## config.mk

```make
export PLATFORM = sky130hd
export DESIGN_NAME = iocfg_regs
export DESIGN_NICKNAME = d
export VERILOG_FILES = /design/src/iocfg_pkg.sv /design/src/iocfg_regs.sv
export VERILOG_INCLUDE_DIRS = /design/src
export SDC_FILE = /design/constraint.sdc
export NUM_CORES = 1
export LEC_CHECK = 0
export BUFFER_PORTS_ARGS = -buffer_cell sky130_fd_sc_hd__buf_4
export CAP_MARGIN = 20
export CORE_MARGIN = 2
export CORE_UTILIZATION = 60
export DETAILED_ROUTE_END_ITERATION = 10
export PLACE_DENSITY = 0.79
export SLEW_MARGIN = 20
export SYNTH_ARGS = -nofsm -noshare
export SYNTH_HDL_FRONTEND = slang
export SYNTH_SLANG_ARGS = --single-unit
```

## constraint.sdc

```tcl
create_clock -name clk -period 3.6 [get_ports clk]
set_clock_uncertainty 0.05 [all_clocks]
set_input_delay 0.36 -clock clk [delete_from_list [all_inputs] [get_ports clk]]
set_output_delay 0.36 -clock clk [all_outputs]
set_load 0.02 [all_outputs]
```

## src/iocfg_params.svh

```systemverilog
// offsets, field positions, reset values and timing counts of the io config block
`ifndef IOCFG_PARAMS_SVH
`define IOCFG_PARAMS_SVH

// ----------------------------------------------------------------------
// register offsets (7-bit serial port address)
// ----------------------------------------------------------------------
`define IOCFG_OFS_GAIN_LEVEL   7'h11
`define IOCFG_OFS_GAIN_UPDATE  7'h12
`define IOCFG_OFS_FORMAT       7'h13
`define IOCFG_OFS_MODE         7'h14
`define IOCFG_OFS_GAIN_STATUS  7'h1f

// ----------------------------------------------------------------------
// field positions
// ----------------------------------------------------------------------
`define IOCFG_BIT_FAST_GAIN    4
`define IOCFG_BIT_TX_TWOS      7
`define IOCFG_BIT_RX_TWOS      6
`define IOCFG_BIT_TX_INV_SMP   5
`define IOCFG_BIT_INTERP_HI    1
`define IOCFG_BIT_INTERP_LO    0
`define IOCFG_BIT_LOOPBACK     5
`define IOCFG_BIT_DUPLEX       4
`define IOCFG_BIT_DIRECTION    3
`define IOCFG_BIT_WIDTH        2
`define IOCFG_BIT_DIR_OVR      1
`define IOCFG_BIT_CLONE        0

// ----------------------------------------------------------------------
// reset values
// ----------------------------------------------------------------------
`define IOCFG_RST_GAIN_LEVEL   8'hff
`define IOCFG_RST_GAIN_UPDATE  8'h00
`define IOCFG_RST_FORMAT       8'h00
`define IOCFG_RST_MODE         8'h10

// ----------------------------------------------------------------------
// serial frame and timing counts
// ----------------------------------------------------------------------
`define IOCFG_FRAME_BITS       16
`define IOCFG_HDR_BITS         8
`define IOCFG_RAMP_STEP_CYC    4

`endif

```

## src/iocfg_pkg.sv

```systemverilog
// types shared by the io config block
package iocfg_pkg;

    // interface mode presented to the data bus logic
    typedef enum logic [1:0] {
        IOCFG_FULL_DUPLEX_MODE        = 2'b00,
        IOCFG_HALF_DUPLEX_NARROW_MODE = 2'b01,
        IOCFG_HALF_DUPLEX_WIDE_MODE   = 2'b10
    } iocfg_mode_t;

    // transmit interpolation rate
    typedef enum logic [1:0] {
        IOCFG_INTERP_BYPASS = 2'b00,
        IOCFG_INTERP_X2     = 2'b01,
        IOCFG_INTERP_X4     = 2'b10
    } iocfg_interp_t;

endpackage

```

## src/iocfg_regs.sv

```systemverilog
// io interface and transmit path configuration registers with serial port
//
// Summary of operation
// - fast gain bit: jump; else ramp gain
// - tx format straight binary, twos when set
// - rx format straight binary, twos when set
// - tx capture rising edge, falling when set
// - interp field: 00 bypass, 01 2x, 10 4x
// - loop-back: full-duplex timing, tx path out rx
// - duplex bit high full, reset high
// - duplex and width pick mode; clone ignores duplex
// - half duplex: direction bit high means tx
// - width bit high 12-bit, low 24-bit
// - override takes direction from register bit
`timescale 1ns/1ps
`include "iocfg_params.svh"

module iocfg_regs #(
    parameter int RAMP_STEP_CYC = `IOCFG_RAMP_STEP_CYC
) (
    input  wire logic                  clk,
    input  wire logic                  rst,
    input  wire logic                  spi_sclk,
    input  wire logic                  spi_sen_n,
    input  wire logic                  spi_sdio_i,
    output logic                       spi_sdio_o,
    output logic                       spi_sdio_oe,
    input  wire logic                  tx_rx_pin,
    output logic [7:0]                 tx_gain_amplifier,
    output logic                       fast_gain_update,
    output logic                       tx_twos_complement,
    output logic                       rx_twos_complement,
    output logic                       tx_sample_falling,
    output iocfg_pkg::iocfg_interp_t   interp_rate,
    output logic                       loopback_en,
    output iocfg_pkg::iocfg_mode_t     interface_mode,
    output logic                       clone_enable,
    output logic                       tx_direction
);

    // ------------------------------------------------------------------
    // parameter check
    // ------------------------------------------------------------------
    // the ramp pacing counter is eight bits wide
    if (RAMP_STEP_CYC < 1 || RAMP_STEP_CYC > 255) begin : g_bad_ramp
        $error("RAMP_STEP_CYC must lie in 1..255");
    end

    // ------------------------------------------------------------------
    // functions
    // ------------------------------------------------------------------
    // undefined encoding 11 falls back to bypass
    function automatic iocfg_pkg::iocfg_interp_t decode_interp(
        input logic [1:0] f
    );
        if (f == 2'b01) begin
            return iocfg_pkg::IOCFG_INTERP_X2;
        end else if (f == 2'b10) begin
            return iocfg_pkg::IOCFG_INTERP_X4;
        end else begin
            return iocfg_pkg::IOCFG_INTERP_BYPASS;
        end
    endfunction

    // true while the counter sits in the eight data bits of a frame
    function automatic logic in_data_phase(
        input logic [4:0] cnt
    );
        return cnt >= 5'(`IOCFG_HDR_BITS) && cnt < 5'(`IOCFG_FRAME_BITS);
    endfunction

    // ------------------------------------------------------------------
    // pin synchronisers
    // ------------------------------------------------------------------
    logic [1:0] sclk_sync_q;
    logic [1:0] sen_sync_q;
    logic [1:0] sdi_sync_q;
    logic [1:0] dir_sync_q;
    logic       sclk_prev_q;

    // two flops on every pin before any logic looks at it
    // enable flops reset high so no frame starts out of reset
    always_ff @(posedge clk) begin
        if (rst) begin
            sclk_sync_q <= 2'h0;
            sen_sync_q  <= 2'h3;
            sdi_sync_q  <= 2'h0;
            dir_sync_q  <= 2'h0;
            sclk_prev_q <= 1'b0;
        end else begin
            sclk_sync_q <= {sclk_sync_q[0], spi_sclk};
            sen_sync_q  <= {sen_sync_q[0], spi_sen_n};
            sdi_sync_q  <= {sdi_sync_q[0], spi_sdio_i};
            dir_sync_q  <= {dir_sync_q[0], tx_rx_pin};
            sclk_prev_q <= sclk_sync_q[1];
        end
    end

    logic sclk_rise;
    logic sclk_fall;
    logic sen_active;

    // edges of the synchronised serial clock
    assign sclk_rise  = sclk_sync_q[1] & ~sclk_prev_q;
    assign sclk_fall  = ~sclk_sync_q[1] & sclk_prev_q;
    assign sen_active = ~sen_sync_q[1];

    // ------------------------------------------------------------------
    // serial frame: read flag, 7-bit address, 8 data bits, msb first
    // ------------------------------------------------------------------
    logic [4:0] bit_cnt_q;
    logic [6:0] shift_q;
    logic       rd_q;
    logic [6:0] addr_q;
    logic [7:0] rd_data_q;
    logic       wr_stb;
    logic [7:0] wr_data;

    // write commits on the 16th rise; a cut frame never reaches it
    assign wr_data = {shift_q, sdi_sync_q[1]};
    assign wr_stb  = sen_active & sclk_rise & ~rd_q
                   & (bit_cnt_q == 5'(`IOCFG_FRAME_BITS - 1));

    // registers holding the configuration
    logic [7:0] gain_level_q;
    logic [7:0] gain_update_q;
    logic [7:0] format_q;
    logic [7:0] mode_q;
    logic [7:0] gain_cur_q;
    logic [7:0] rd_mux;
    logic [6:0] hdr_addr;

    // address as the header completes, before addr_q has loaded it
    assign hdr_addr = {shift_q[5:0], sdi_sync_q[1]};

    // read multiplexer; unmapped addresses read zero
    always_comb begin
        rd_mux = 8'h00;
        if (hdr_addr == `IOCFG_OFS_GAIN_LEVEL) begin
            rd_mux = gain_level_q;
        end else if (hdr_addr == `IOCFG_OFS_GAIN_UPDATE) begin
            rd_mux = gain_update_q;
        end else if (hdr_addr == `IOCFG_OFS_FORMAT) begin
            rd_mux = format_q;
        end else if (hdr_addr == `IOCFG_OFS_MODE) begin
            rd_mux = mode_q;
        end else if (hdr_addr == `IOCFG_OFS_GAIN_STATUS) begin
            rd_mux = gain_cur_q;
        end
    end

    // bit counter, header capture, read data load
    always_ff @(posedge clk) begin
        if (rst || !sen_active) begin
            bit_cnt_q <= 5'h00;
            shift_q   <= 7'h00;
            rd_q      <= 1'b0;
            addr_q    <= 7'h00;
            rd_data_q <= 8'h00;
        end else if (sclk_rise && bit_cnt_q < 5'(`IOCFG_FRAME_BITS)) begin
            bit_cnt_q <= bit_cnt_q + 5'h01;
            shift_q   <= {shift_q[5:0], sdi_sync_q[1]};
            if (bit_cnt_q == 5'(`IOCFG_HDR_BITS - 1)) begin
                rd_q      <= shift_q[6];
                addr_q    <= hdr_addr;
                rd_data_q <= rd_mux;
            end
        end else if (sclk_fall && rd_q && in_data_phase(bit_cnt_q)) begin
            rd_data_q <= {rd_data_q[6:0], 1'b0};
        end
    end

    // read data driven on falling serial clock during the data phase
    // oe drops after the 16th rise so the host may drive again
    always_ff @(posedge clk) begin
        if (rst || !sen_active) begin
            spi_sdio_o  <= 1'b0;
            spi_sdio_oe <= 1'b0;
        end else if (sclk_fall && rd_q && in_data_phase(bit_cnt_q)) begin
            spi_sdio_o  <= rd_data_q[7];
            spi_sdio_oe <= 1'b1;
        end else if (bit_cnt_q == 5'(`IOCFG_FRAME_BITS)) begin
            spi_sdio_oe <= 1'b0;
        end
    end

    // ------------------------------------------------------------------
    // register writes
    // ------------------------------------------------------------------
    always_ff @(posedge clk) begin
        if (rst) begin
            gain_level_q  <= `IOCFG_RST_GAIN_LEVEL;
            gain_update_q <= `IOCFG_RST_GAIN_UPDATE;
            format_q      <= `IOCFG_RST_FORMAT;
            mode_q        <= `IOCFG_RST_MODE;
        end else if (wr_stb) begin
            if (addr_q == `IOCFG_OFS_GAIN_LEVEL) begin
                gain_level_q <= wr_data;
            end else if (addr_q == `IOCFG_OFS_GAIN_UPDATE) begin
                gain_update_q <= wr_data;
            end else if (addr_q == `IOCFG_OFS_FORMAT) begin
                format_q <= wr_data;
            end else if (addr_q == `IOCFG_OFS_MODE) begin
                mode_q <= wr_data;
            end
        end
    end

    // ------------------------------------------------------------------
    // gain amplifier update: jump when fast, else ramp one step per tick
    // ------------------------------------------------------------------
    logic [7:0] ramp_cnt_q;
    logic       ramp_tick;

    assign ramp_tick = (ramp_cnt_q == 8'(RAMP_STEP_CYC - 1));

    // pacing counter for the smooth ramp
    // slow ramp trades settling time for spur-free gain steps
    always_ff @(posedge clk) begin
        if (rst || ramp_tick) begin
            ramp_cnt_q <= 8'h00;
        end else begin
            ramp_cnt_q <= ramp_cnt_q + 8'h01;
        end
    end

    // applied gain follows the programmed level
    // the status register reads back this applied value
    always_ff @(posedge clk) begin
        if (rst) begin
            gain_cur_q <= `IOCFG_RST_GAIN_LEVEL;
        end else if (gain_update_q[`IOCFG_BIT_FAST_GAIN]) begin
            gain_cur_q <= gain_level_q;
        end else if (ramp_tick && gain_cur_q < gain_level_q) begin
            gain_cur_q <= gain_cur_q + 8'h01;
        end else if (ramp_tick && gain_cur_q > gain_level_q) begin
            gain_cur_q <= gain_cur_q - 8'h01;
        end
    end

    // ------------------------------------------------------------------
    // decoded configuration outputs, all registered
    // ------------------------------------------------------------------
    iocfg_pkg::iocfg_mode_t mode_d;
    logic                   dir_d;

    // interface mode; clone ignores duplex, loop-back forces full duplex
    // loop-back must see full duplex bus timing
    always_comb begin
        if (mode_q[`IOCFG_BIT_LOOPBACK]) begin
            mode_d = iocfg_pkg::IOCFG_FULL_DUPLEX_MODE;
        end else if (mode_q[`IOCFG_BIT_DUPLEX]
                     && !mode_q[`IOCFG_BIT_CLONE]) begin
            mode_d = iocfg_pkg::IOCFG_FULL_DUPLEX_MODE;
        end else if (mode_q[`IOCFG_BIT_WIDTH]) begin
            mode_d = iocfg_pkg::IOCFG_HALF_DUPLEX_NARROW_MODE;
        end else begin
            mode_d = iocfg_pkg::IOCFG_HALF_DUPLEX_WIDE_MODE;
        end
    end

    // direction: register bit under override, else the pin
    always_comb begin
        if (mode_q[`IOCFG_BIT_DIR_OVR]) begin
            dir_d = mode_q[`IOCFG_BIT_DIRECTION];
        end else begin
            dir_d = dir_sync_q[1];
        end
    end

    // every output straight from a flop, one cycle after its register
    always_ff @(posedge clk) begin
        if (rst) begin
            tx_gain_amplifier  <= `IOCFG_RST_GAIN_LEVEL;
            fast_gain_update   <= 1'b0;
            tx_twos_complement <= 1'b0;
            rx_twos_complement <= 1'b0;
            tx_sample_falling  <= 1'b0;
            interp_rate        <= iocfg_pkg::IOCFG_INTERP_BYPASS;
            loopback_en        <= 1'b0;
            interface_mode     <= iocfg_pkg::IOCFG_FULL_DUPLEX_MODE;
            clone_enable       <= 1'b0;
            tx_direction       <= 1'b0;
        end else begin
            tx_gain_amplifier  <= gain_cur_q;
            fast_gain_update   <= gain_update_q[`IOCFG_BIT_FAST_GAIN];
            tx_twos_complement <= format_q[`IOCFG_BIT_TX_TWOS];
            rx_twos_complement <= format_q[`IOCFG_BIT_RX_TWOS];
            tx_sample_falling  <= format_q[`IOCFG_BIT_TX_INV_SMP];
            interp_rate        <= decode_interp(
                format_q[`IOCFG_BIT_INTERP_HI:`IOCFG_BIT_INTERP_LO]);
            loopback_en        <= mode_q[`IOCFG_BIT_LOOPBACK];
            interface_mode     <= mode_d;
            clone_enable       <= mode_q[`IOCFG_BIT_CLONE];
            tx_direction       <= dir_d;
        end
    end

endmodule

```

==> results.md, run 1 <==
* Status: complete, no violations
* Final worst-path setup slack at 160.0 ps
* Cell row count at 32
* # nets final at 580
* Worst IR Drop VDD at 0.2101 mV
* Most frequent cell after synthesis: dfxtp_1
* Critical path peak fanout at 8
* Worst-Margin Slew at 833.5 ps
* Final cell count without fillers at 661
* Vias at 4081
* Final Hold Fails at 0
* Largest net degree at the start of global routing at 59
* Cells after Synth at 546
* Dpl cells at 644
* Crit-path slowest cell: or4b_2
* Vias in the first global route at about 3700
* DR iter-0 viols at 397
* Ant diodes at 0
* Critical-path cell list: inv_1 -> ha_1 -> a21oi_2 -> a31oi_1 -> o21ai_0 -> nand3_2 -> ha_4 -> a21o_1 -> a21oi_1 -> or4b_2 -> a32oi_1 -> a2111oi_2 -> a31oi_1
* Power per standard cell area at between 300 and 400 nW/um^2
* Post-synth top flop: dfxtp_1
* Syn Area/Cell at 8.983 sq um
* Footprint of the multi-input gates at 2579 sq um
* Layout cells sized above 1 at 0.1360
* DIE WIDTH at 94.41 microns
* TritonCTS clock tree: yes
* FMAX at 290.7 MHz
* Post-layout util at 0.6931
* Synth Register Bits at 106
* Hold EP: sen_sync_q[0]$_SDFF_PP1_
* Pre-CTS WS at 132.0 ps
* Root buf cell: clkbuf_8
* Final wirelength at around 11000 microns
* Grt ovf at 0
* Register-to-Register Path Depth at 13
* Die area at 8913 sq um
* Drt first pass iters at 7
* Routed vias/inst at 6.174
* Clk buf depth at 2
* Filler cell count at between 600 and 700
* Max_cap viols at 0
* CP Capture Type: register
* Delay-heaviest family, CP: compound AO/OA/AOI/OAI gates
* Final Max Slew Viols at 0
* Distinct cells, synth at 54
* ANT nets after route at 0
* Critical Path AT at 3690 ps
* Period minus WS final at 3440 ps
* Hold depth at 2
* Leak pwr at 0.002187 uW
* # setup viols final at 0
* Area delta synth->final at 10.33%
* GRT Util Overall at 0.2609
* Worst slew margin at 0.4436
* Worst-Skew Late Latency at 370 ps
* First-pass GRT wire length at 18000 microns
* CP Launch Type: register
* Clk sink count at 106
* Hold wc startpoint: spi_sen_n
* Gpl congestion at 0.9163
* Cts bufs inserted at 9
* Fin crit share at 0.9556
* Reg2reg start: gain_level_q[3]$_SDFFE_PP1P_
* Routed WL per cell at 16.78 microns
* Syn. warnings at 0
* I/O Pins at 27
* Syn_nets at 572
* CP dominant cell by count: a31oi_1
* Synth async-reset ratio at 0
* Flop2flop setup slack at 160 ps
* DRC violation count after routing at 0
* Die Span Y at 94.41 microns
* Synth area leader: dfxtp_1
* Netlist Area Pre-Place at 4905 sq um
* Slowest cell delay on critical path at 620 ps
* Synth top area cells: dfxtp_1 (43%), mux2i_1 (9.4%), ha_1 (4.8%), nor2_1 (4.5%), a21oi_1 (4.2%)
* Commonest cells in the netlist: dfxtp_1 (106), nor2_1 (59), mux2i_1 (46)
* Initial antenna violation count at 0
* Sequential cell area at 2122 sq um
* Core footprint at 7807 sq um
* FF-to-FF End: gain_cur_q[6]$_SDFFE_PP1P_
* CP Class: reg2reg
* Post-synth EDFFs at 0
* Register area share after synthesis at 0.4327
* # H-tree levels at 3
* Clk slew on worst S/H paths at 90 ps
* Buf/Inv on CP at 1
* Synth top area share at 0.4327
* Worst endpoint required time at ~3900 ps
* HPWL Detailed at 7468 microns
* Initial Utilization at 0.6282
* PortBufs at 26
* Hold Crit Class: in2reg
==> power breakdown <==
group	leakage [uW]	switching, uW	total (uW)	internal (uW)
logic	0.00122	36.0	55.1	19.0
clock network	0.000113	396	860	464
registers	0.000857	8.92	1190	1180
total	0.00219	441	2100	1660
==> worst register-to-register path, cell delays in order, from the launching register on <==
cell	delay, ps
dfxtp_1	380
inv_1	90
ha_1	350
a21oi_2	190
a31oi_1	120
o21ai_0	230
nand3_2	270
ha_4	380
a21o_1	110
a21oi_1	100
or4b_2	620
a32oi_1	240
a2111oi_2	80
a31oi_1	160
==> cell families (layout without fill, tap and decap cells) <==
group | after synthesis | after routing | share of synthesized area
fa+ha+maj | 20 | 20 | 0.05255
simple gates | 199 | 199 | 0.2117
flops | 106 | 106 | 0.4327
xor+xnor | 12 | 12 | 0.02143
mux | 46 | 46 | 0.09388
buf+inv | 58 | 71 | 0.04719
compound gates | 105 | 105 | 0.1406
==> metrics by stage <==
stage | TNS (ps) | hold WS, ps | cell area, sq um | power (uW)
2_1_floorplan | 0 | 339.5 | 4905 | 1253
3_3_place_gp | 0 | 346.1 | 5141 | 1269
3_5_place_dp | 0 | 348.5 | 5141 | 1270
4_1_cts | 0 | 113.1 | 5383 | 2117
5_1_grt | -28.61 | 116.5 | 5411 | 2178
6_report | 0 | 118.6 | 5411 | 2105
==> worst max-delay path by stage <==
stage,from,end,slack (ps),cells past startpoint
after floorplan,gain_level_q[6]$_SDFFE_PP1P_,gain_cur_q[6]$_SDFFE_PP1P_,390,12
after global placement,gain_level_q[3]$_SDFFE_PP1P_,gain_cur_q[6]$_SDFFE_PP1P_,310,13
after detailed placement,gain_level_q[3]$_SDFFE_PP1P_,gain_cur_q[6]$_SDFFE_PP1P_,130,13
after CTS,gain_level_q[3]$_SDFFE_PP1P_,gain_cur_q[6]$_SDFFE_PP1P_,80,13
after global routing,gain_level_q[3]$_SDFFE_PP1P_,gain_cur_q[6]$_SDFFE_PP1P_,-30,13
final,gain_level_q[3]$_SDFFE_PP1P_,gain_cur_q[6]$_SDFFE_PP1P_,160,13
==> sequential cells by signal (all words and copies together) (netlist names), 5 cells and up <==
register	count
format_q	8
gain_cur_q	8
gain_level_q	8
gain_update_q	8
mode_q	8
ramp_cnt_q	8
rd_data_q	8
tx_gain_amplifier	8
addr_q	7
shift_q	7
bit_cnt_q	5
==> what timing repair did <==
item                                    in CTS  in global routing
hold buffers                                 0                  0
buffers inserted                             0                  1
gates resized for setup                      0                  3
endpoints found under the setup margin       0                  2
==> layout make-up <==
| cell class | instances | share of cell area |
|---|---|---|
| Sequential cell | 106 | 0.3921 |
| Inverter | 19 | 0.01318 |
| Multi-Input combinational cell | 382 | 0.4765 |
| Clock inverter | 6 | 0.02104 |
| Tap cell | 102 | 0.02358 |
| Timing Repair Buffer | 36 | 0.04994 |
| Clock buffer | 10 | 0.02358 |
==> per-layer routing <==
metal	track usage	routed length, microns
met1	0.3458	4847
met2	0.4173	5105
met3	0.03751	732
met4	0.1316	406
met5	0	0
==> cells in the final DEF (no fill, tap or decap), types with 6 or more instances in the layout <==
cell type  Yosys  layout
o221ai_1       6       6
and3_1        11      11
nor2b_1       18      18
buf_4          0      36
a21oi_1       41      40
o21ai_0       10      10
nand3_1       17      16
or2_2         11      11
o211ai_1      11      11
nand2_1       44      44
inv_1         19      19
dfxtp_1      106     106
a22oi_1        6       6
nor2_1        59      59
a32oi_1        8       8
ha_1          19      18
mux2i_1       46      46
nand2b_1       7       7
clkbuf_8       0       9
a211oi_1       8       8
xor2_1         7       7
No activity file was read; power rests on OpenSTA's default activity.
==> run 2, diff against run 1 <==
--- a/config.mk
+++ b/config.mk
@@ -9,9 +9,9 @@
 export BUFFER_PORTS_ARGS = -buffer_cell sky130_fd_sc_hd__buf_4
 export CAP_MARGIN = 20
 export CORE_MARGIN = 2
-export CORE_UTILIZATION = 60
+export CORE_UTILIZATION = 55
 export DETAILED_ROUTE_END_ITERATION = 10
-export PLACE_DENSITY = 0.79
+export PLACE_DENSITY = 0.76
 export SLEW_MARGIN = 20
 export SYNTH_ARGS = -nofsm -noshare
 export SYNTH_HDL_FRONTEND = slang
==> constraint.sdc (replaced) <==
create_clock -name clk -period 2.9 [get_ports clk]
set_clock_uncertainty 0.05 [all_clocks]
set_input_delay 0.29 -clock clk [delete_from_list [all_inputs] [get_ports clk]]
set_output_delay 0.29 -clock clk [all_outputs]
set_load 0.02 [all_outputs]
==> results.md, run 2 (synthesis gave the netlist of run 1 again) <==
* Status: finished with violations
* Failing checks: negative setup slack
* Die Span Y at 98.44 microns
* Switching Share at 0.2244
* FMAX at roughly 340 MHz
* CP Class: reg2reg
* Cts bufs inserted at 9
* Dpl cells at 693
* # nets final at 623
* Final worst-path setup slack at -80.78 ps
* Leak pwr at 0.002404 uW
* Routed vias/inst at 5.773
* CP Capture Type: register
* PortBufs at 26
* First-pass GRT wire length at 19800 microns
* ANT nets after route at 0
* Hold WS at roughly 49 ps
* Critical path peak fanout at 7
* I/O Pins at 27
* Area delta synth->final at 19.87%
* Critical-path cell list: inv_2 -> ha_4 -> a21oi_2 -> a31oi_2 -> o21ai_2 -> nand3_4 -> ha_1 -> a21oi_2 -> o211ai_1 -> o41ai_2 -> and3b_2 -> nor3_1 -> o31ai_1
* HPWL Detailed at 8360 microns
* Clk slew on worst S/H paths at approximately 100 ps
* Largest net degree at the start of global routing at 53
* Sequential cell area at 2128 sq um
* Initial Utilization at 0.5652
* Hold depth at 2
* Clk buf depth at 2
* Critical Path AT at 3220 ps
* CP dominant cell by count: a21oi_2
* Worst slew margin at 0.3763
* TritonCTS clock tree: yes
* Final cell count without fillers at 710
* Int Pwr at 2012 uW
* Initial antenna violation count at 0
* Net switching power at 582.2 uW
* RSZ-0062 raised after global routing: yes
* Clock network power share at 0.403
* Fin crit share at 1.028
* Power per standard cell area at 441.3 nW/um^2
* Commonest non-fill, non-tap cells in the layout: dfxtp_1 (101), buf_4 (78), nor2_1 (59)
* # H-tree levels at 3
* Die area at 9689 sq um
* # setup viols final at 2
* Filler cell count at 712
* Footprint of the multi-input gates at 2716 sq um
* Period minus WS final at 2981 ps
* DRC violation count after routing at 0
* Pre-CTS WS at -143.9 ps
* Vias in the first global route at 4075
* Layout cells sized above 1 at 0.2359
* Post-layout util at 0.6775
* Worst endpoint required time at 3140 ps
* Grt ovf at 0
* Hold Crit Class: in2reg
* Final Max Slew Viols at 0
* DIE WIDTH at 98.44 microns
* Gpl congestion at between 0.9 and 1
* Logic pwr share at 0.030
* Worst-Skew Late Latency at around 380 ps
* Drt first pass iters at 5
* Core footprint at 8678 sq um
* Final wirelength at 12160 microns
* Register-to-Register Path Depth at 13
* Crit-path slowest cell: dfxtp_2
* Most common cell after layout, fill and taps aside: dfxtp_1
* Worst IR Drop VDD at 0.3025 mV
* Root buf cell: clkbuf_8
* Worst-Margin Slew at 932.1 ps
* Ant diodes at 0
* Final Hold Fails at 0
* Slowest cell delay on critical path at 350 ps
* GRT Util Overall at 0.2551
* DR iter-0 viols at 199
* Seq pwr share at 0.568
* Hold Buf Count CTS at 0
* Vias at between 4000 and 5000
* Routed WL per cell at 17.12 microns
* Clk sink count at 106
* CP Launch Type: register
* Cell row count at 34
* Max_cap viols at 0
==> run 2: cell count changes in the layout (fill, tap and decap cells not counted), sizes merged <==
cell	change
buf	+43
clkinvlp	-1
bufinv	-1
inv	+2
==> run 2: critical path, delay by kind of cell, from the launching register on <==
kind | cells | cell delay (ps)
AO/OA/AOI/OAI | 7 | 1360
adder cells (fa/ha/maj) | 2 | 600
buffers and inverters | 1 | 50
flip-flops | 1 | 350
AND/OR/NAND/NOR | 3 | 480
==> run 2: through the flow <==
stage	area (sq um)	setup TNS (ps)	power [uW]
detailed placement	5524	-246.8	1584
CTS	5814	-34.60	2615
floorplan	4957	0	1556
global placement	5524	-4.081	1581
finish	5879	-99.09	2594
global route	5879	-364.2	2671
==> run 2: timing repair <==
item | CTS | global route
endpoints found under the setup margin | 2 | 3
setup buffers | 1 | 0
gates resized for setup | 11 | 11
pin swaps | 8 | 1
==> run 2: area by class of cell <==
class,count,share of cell area
inverters,19,0.01213
repair buffers,79,0.1015
flip-flops and latches,106,0.3620
well taps,108,0.02298
clock buffers,10,0.02341
clock inverters,6,0.01596
multi-input cells,382,0.4620
==> run 2: routing by layer <==
layer,up-vias,track usage,share of wire
met5,-,0,0
met4,0,0.1096,0.028
met3,29,0.04397,0.042
met2,107,0.4202,0.49
met1,1950,0.3320,0.45
li1,2013,-,-
==> run 2: power groups by stage <==
stage	clock network, uW	logic [uW]	registers (uW)
2_1_floorplan	0	51.4	1500
6_report	1040	76.6	1470
4_1_cts	1070	76.7	1470
3_5_place_dp	0	76.6	1510
3_3_place_gp	0	75.0	1510
5_1_grt	1110	84.1	1480
==> run 2: final timing paths <==
kind                                 from                         end  slack (ps)
min reg2reg      sen_sync_q[0]$_SDFF_PP1_    sen_sync_q[1]$_SDFF_PP1_         370
min                             spi_sen_n    sen_sync_q[0]$_SDFF_PP1_          50
max reg2reg  gain_level_q[3]$_SDFFE_PP1P_  gain_cur_q[7]$_SDFFE_PP1P_         -80
max          gain_level_q[3]$_SDFFE_PP1P_  gain_cur_q[7]$_SDFFE_PP1P_         -80
==> run 3, diff against run 2 <==
--- a/config.mk
+++ b/config.mk
@@ -11,7 +11,7 @@
 export CORE_MARGIN = 2
 export CORE_UTILIZATION = 55
 export DETAILED_ROUTE_END_ITERATION = 10
-export PLACE_DENSITY = 0.76
+export PLACE_DENSITY = 0.86
 export SLEW_MARGIN = 20
 export SYNTH_ARGS = -nofsm -noshare
 export SYNTH_HDL_FRONTEND = slang
==> results.md, run 3 (synthesis gave the netlist of run 1 again) <==
* Die Span Y at 98.44 microns
* RSZ-0062 raised after global routing: yes
* Met3 Track Usage GR at 0.04255
* Final worst-path setup slack at -21.87 ps
* Clk sink count at between 100 and 150
* Worst IR Drop VDD at roughly 0.27 mV
* Critical path peak fanout at 5
* CP Capture Type: register
* FMAX at 342.2 MHz
* Clk buf depth at 2
* GRT Util Overall at 0.2530
* # nets final at 630
* Hold Buf Count CTS at 0
* Vias in the first global route at 4151
* Buf/Inv on CP at 2
* Clk slew on worst S/H paths at ~100 ps
* Die area at 9689 sq um
* Slowest cell delay on critical path at 350 ps
* Delay-heaviest family, CP: compound AO/OA/AOI/OAI gates
* HPWL Detailed at 8374 microns
* Worst endpoint required time at 3140 ps
* Ant diodes at 0
* Final Hold Fails at 0
* Vias at 4212
* ANT nets after route at 0
* Root buf cell: clkbuf_8
* Power per standard cell area at between 400 and 500 nW/um^2
* Most common cell after layout, fill and taps aside: dfxtp_1
* Final wirelength at 12160 microns
* Largest net degree at the start of global routing at 57
* Cell row count at 34
* PortBufs at 26
* Busiest layer in global routing: met2
* Grt met2 use at 0.4103
* Final Max Slew Viols at 0
* TritonCTS clock tree: yes
* Hold Crit Class: in2reg
* Failing checks: negative setup slack
* Post-placement cell area at 5524 sq um
* Worst-Margin Slew at about 900 ps
* Core footprint at 8678 sq um
* Initial antenna violation count at 0
* Crit-path slowest cell: dfxtp_2
* Worst slew margin at 0.3985
* Worst-Skew Late Latency at between 300 and 400 ps
* Area delta synth->final at 20.94%
* Met1 Track Usage GR at 0.3262
* Grt ovf at 0
* # H-tree levels at 3
* Footprint of the multi-input gates at 2751 sq um
* DR iter-0 viols at 333
* Layout cells sized above 1 at 0.2529
* Max_cap viols at 0
* Initial Utilization at 0.5652
* Setup total negative slack at -25.40 ps
* DRC violation count after routing at 0
* Period minus WS final at 2922 ps
* Flop2flop setup slack at -20 ps
* DIE WIDTH at 98.44 microns
* Critical Path AT at 3160 ps
* Fin crit share at 1.008
* First-pass GRT wire length at 19910 microns
* Routed vias/inst at ~6
* CP Class: reg2reg
* CP Launch Type: register
* Routed WL per cell at ~17 microns
* Sequential cell area at between 2000 and 2500 sq um
* Gpl congestion at roughly 0.94
* I/O Pins at 27
* Filler cell count at 691
* Status: finished with violations
* CP dominant cell by count: ha_4
* Post-layout util at 0.6835
* Drt first pass iters at 5
* Fin area at approximately 6000 sq um
* Commonest non-fill, non-tap cells in the layout: dfxtp_1 (99), buf_4 (85), nor2_1 (59)
* Cts bufs inserted at 9
* Critical-path cell list: inv_2 -> ha_4 -> nand4b_1 -> a31oi_4 -> o21ai_2 -> nand3_4 -> buf_12 -> ha_4 -> nand3_1 -> o211ai_1 -> o41ai_2 -> and3b_2 -> o21a_1 -> o31ai_2
* # setup viols final at 2
* Leak pwr at 0.002418 uW
==> run 3: changes by cell type in the layout (fill, tap and decap cells not counted), moves of 2 or more <==
cell / delta
ha_1: -2
bufinv_16: -2
buf_4: +7
dfxtp_1: -2
dfxtp_2: +2
==> run 3: power breakdown <==
group	leakage [uW]	switching (uW)	total [uW]	internal, uW
registers	0.000853	6.09	1470	1470
logic	0.00147	51.3	81.7	30.4
clock network	0.0000937	517	863	345
==> run 3: per-layer routing <==
layer,vias up,wire (microns),share of wire
met3,35,661,0.054
met2,148,5966,0.49
met1,1996,5128,0.42
met4,0,401,0.033
li1,2033,-,-
met5,-,0,0
==> run 3: worst reg2reg max path, stage by stage, from the launching register on <==
cell,delay [ps]
dfxtp_2,350
inv_2,50
ha_4,230
nand4b_1,200
a31oi_4,120
o21ai_2,190
nand3_4,160
buf_12,170
ha_4,260
nand3_1,60
o211ai_1,300
o41ai_2,110
and3b_2,210
o21a_1,180
o31ai_2,210
==> run 3: area by class of cell <==
type	count	area share
Sequential cell	106	0.3592
Clock inverter	6	0.008015
Tap cell	108	0.02278
Multi-Input combinational cell	382	0.4638
Timing Repair Buffer	86	0.1109
Clock buffer	10	0.02320
Inverter	19	0.01202
==> run 3: final timing paths <==
kind                                startpoint                          to  depth (start not counted)
setup / recovery  gain_level_q[3]$_SDFFE_PP1P_  gain_cur_q[7]$_SDFFE_PP1P_                         14
hold reg to reg       dir_sync_q[0]$_SDFF_PP0_    dir_sync_q[1]$_SDFF_PP0_                          1
hold / removal                       spi_sen_n    sen_sync_q[0]$_SDFF_PP1_                          2
setup reg to reg  gain_level_q[3]$_SDFFE_PP1P_  gain_cur_q[7]$_SDFFE_PP1P_                         14
==> run 3: timing repair <==
item,in CTS,in global routing
endpoints found under the hold margin,0,0
pin swaps,9,17
setup buffers,8,1
resized for setup,9,20
endpoints found under the setup margin,2,4
==> run 3: stage by stage <==
step / hold WS, ps / cells / total power, uW / setup WS (ps)
final: 49.56 / 717 / 2416 / -21.87
after global routing: 41.81 / 717 / 2497 / -157.2
after CTS: 36.13 / 717 / 2433 / -79.83
after detailed placement: 354.6 / 693 / 1585 / -147.5
after global placement: 364.6 / 693 / 1583 / -12.12
after floorplan: 339.5 / 546 / 1556 / 20.40
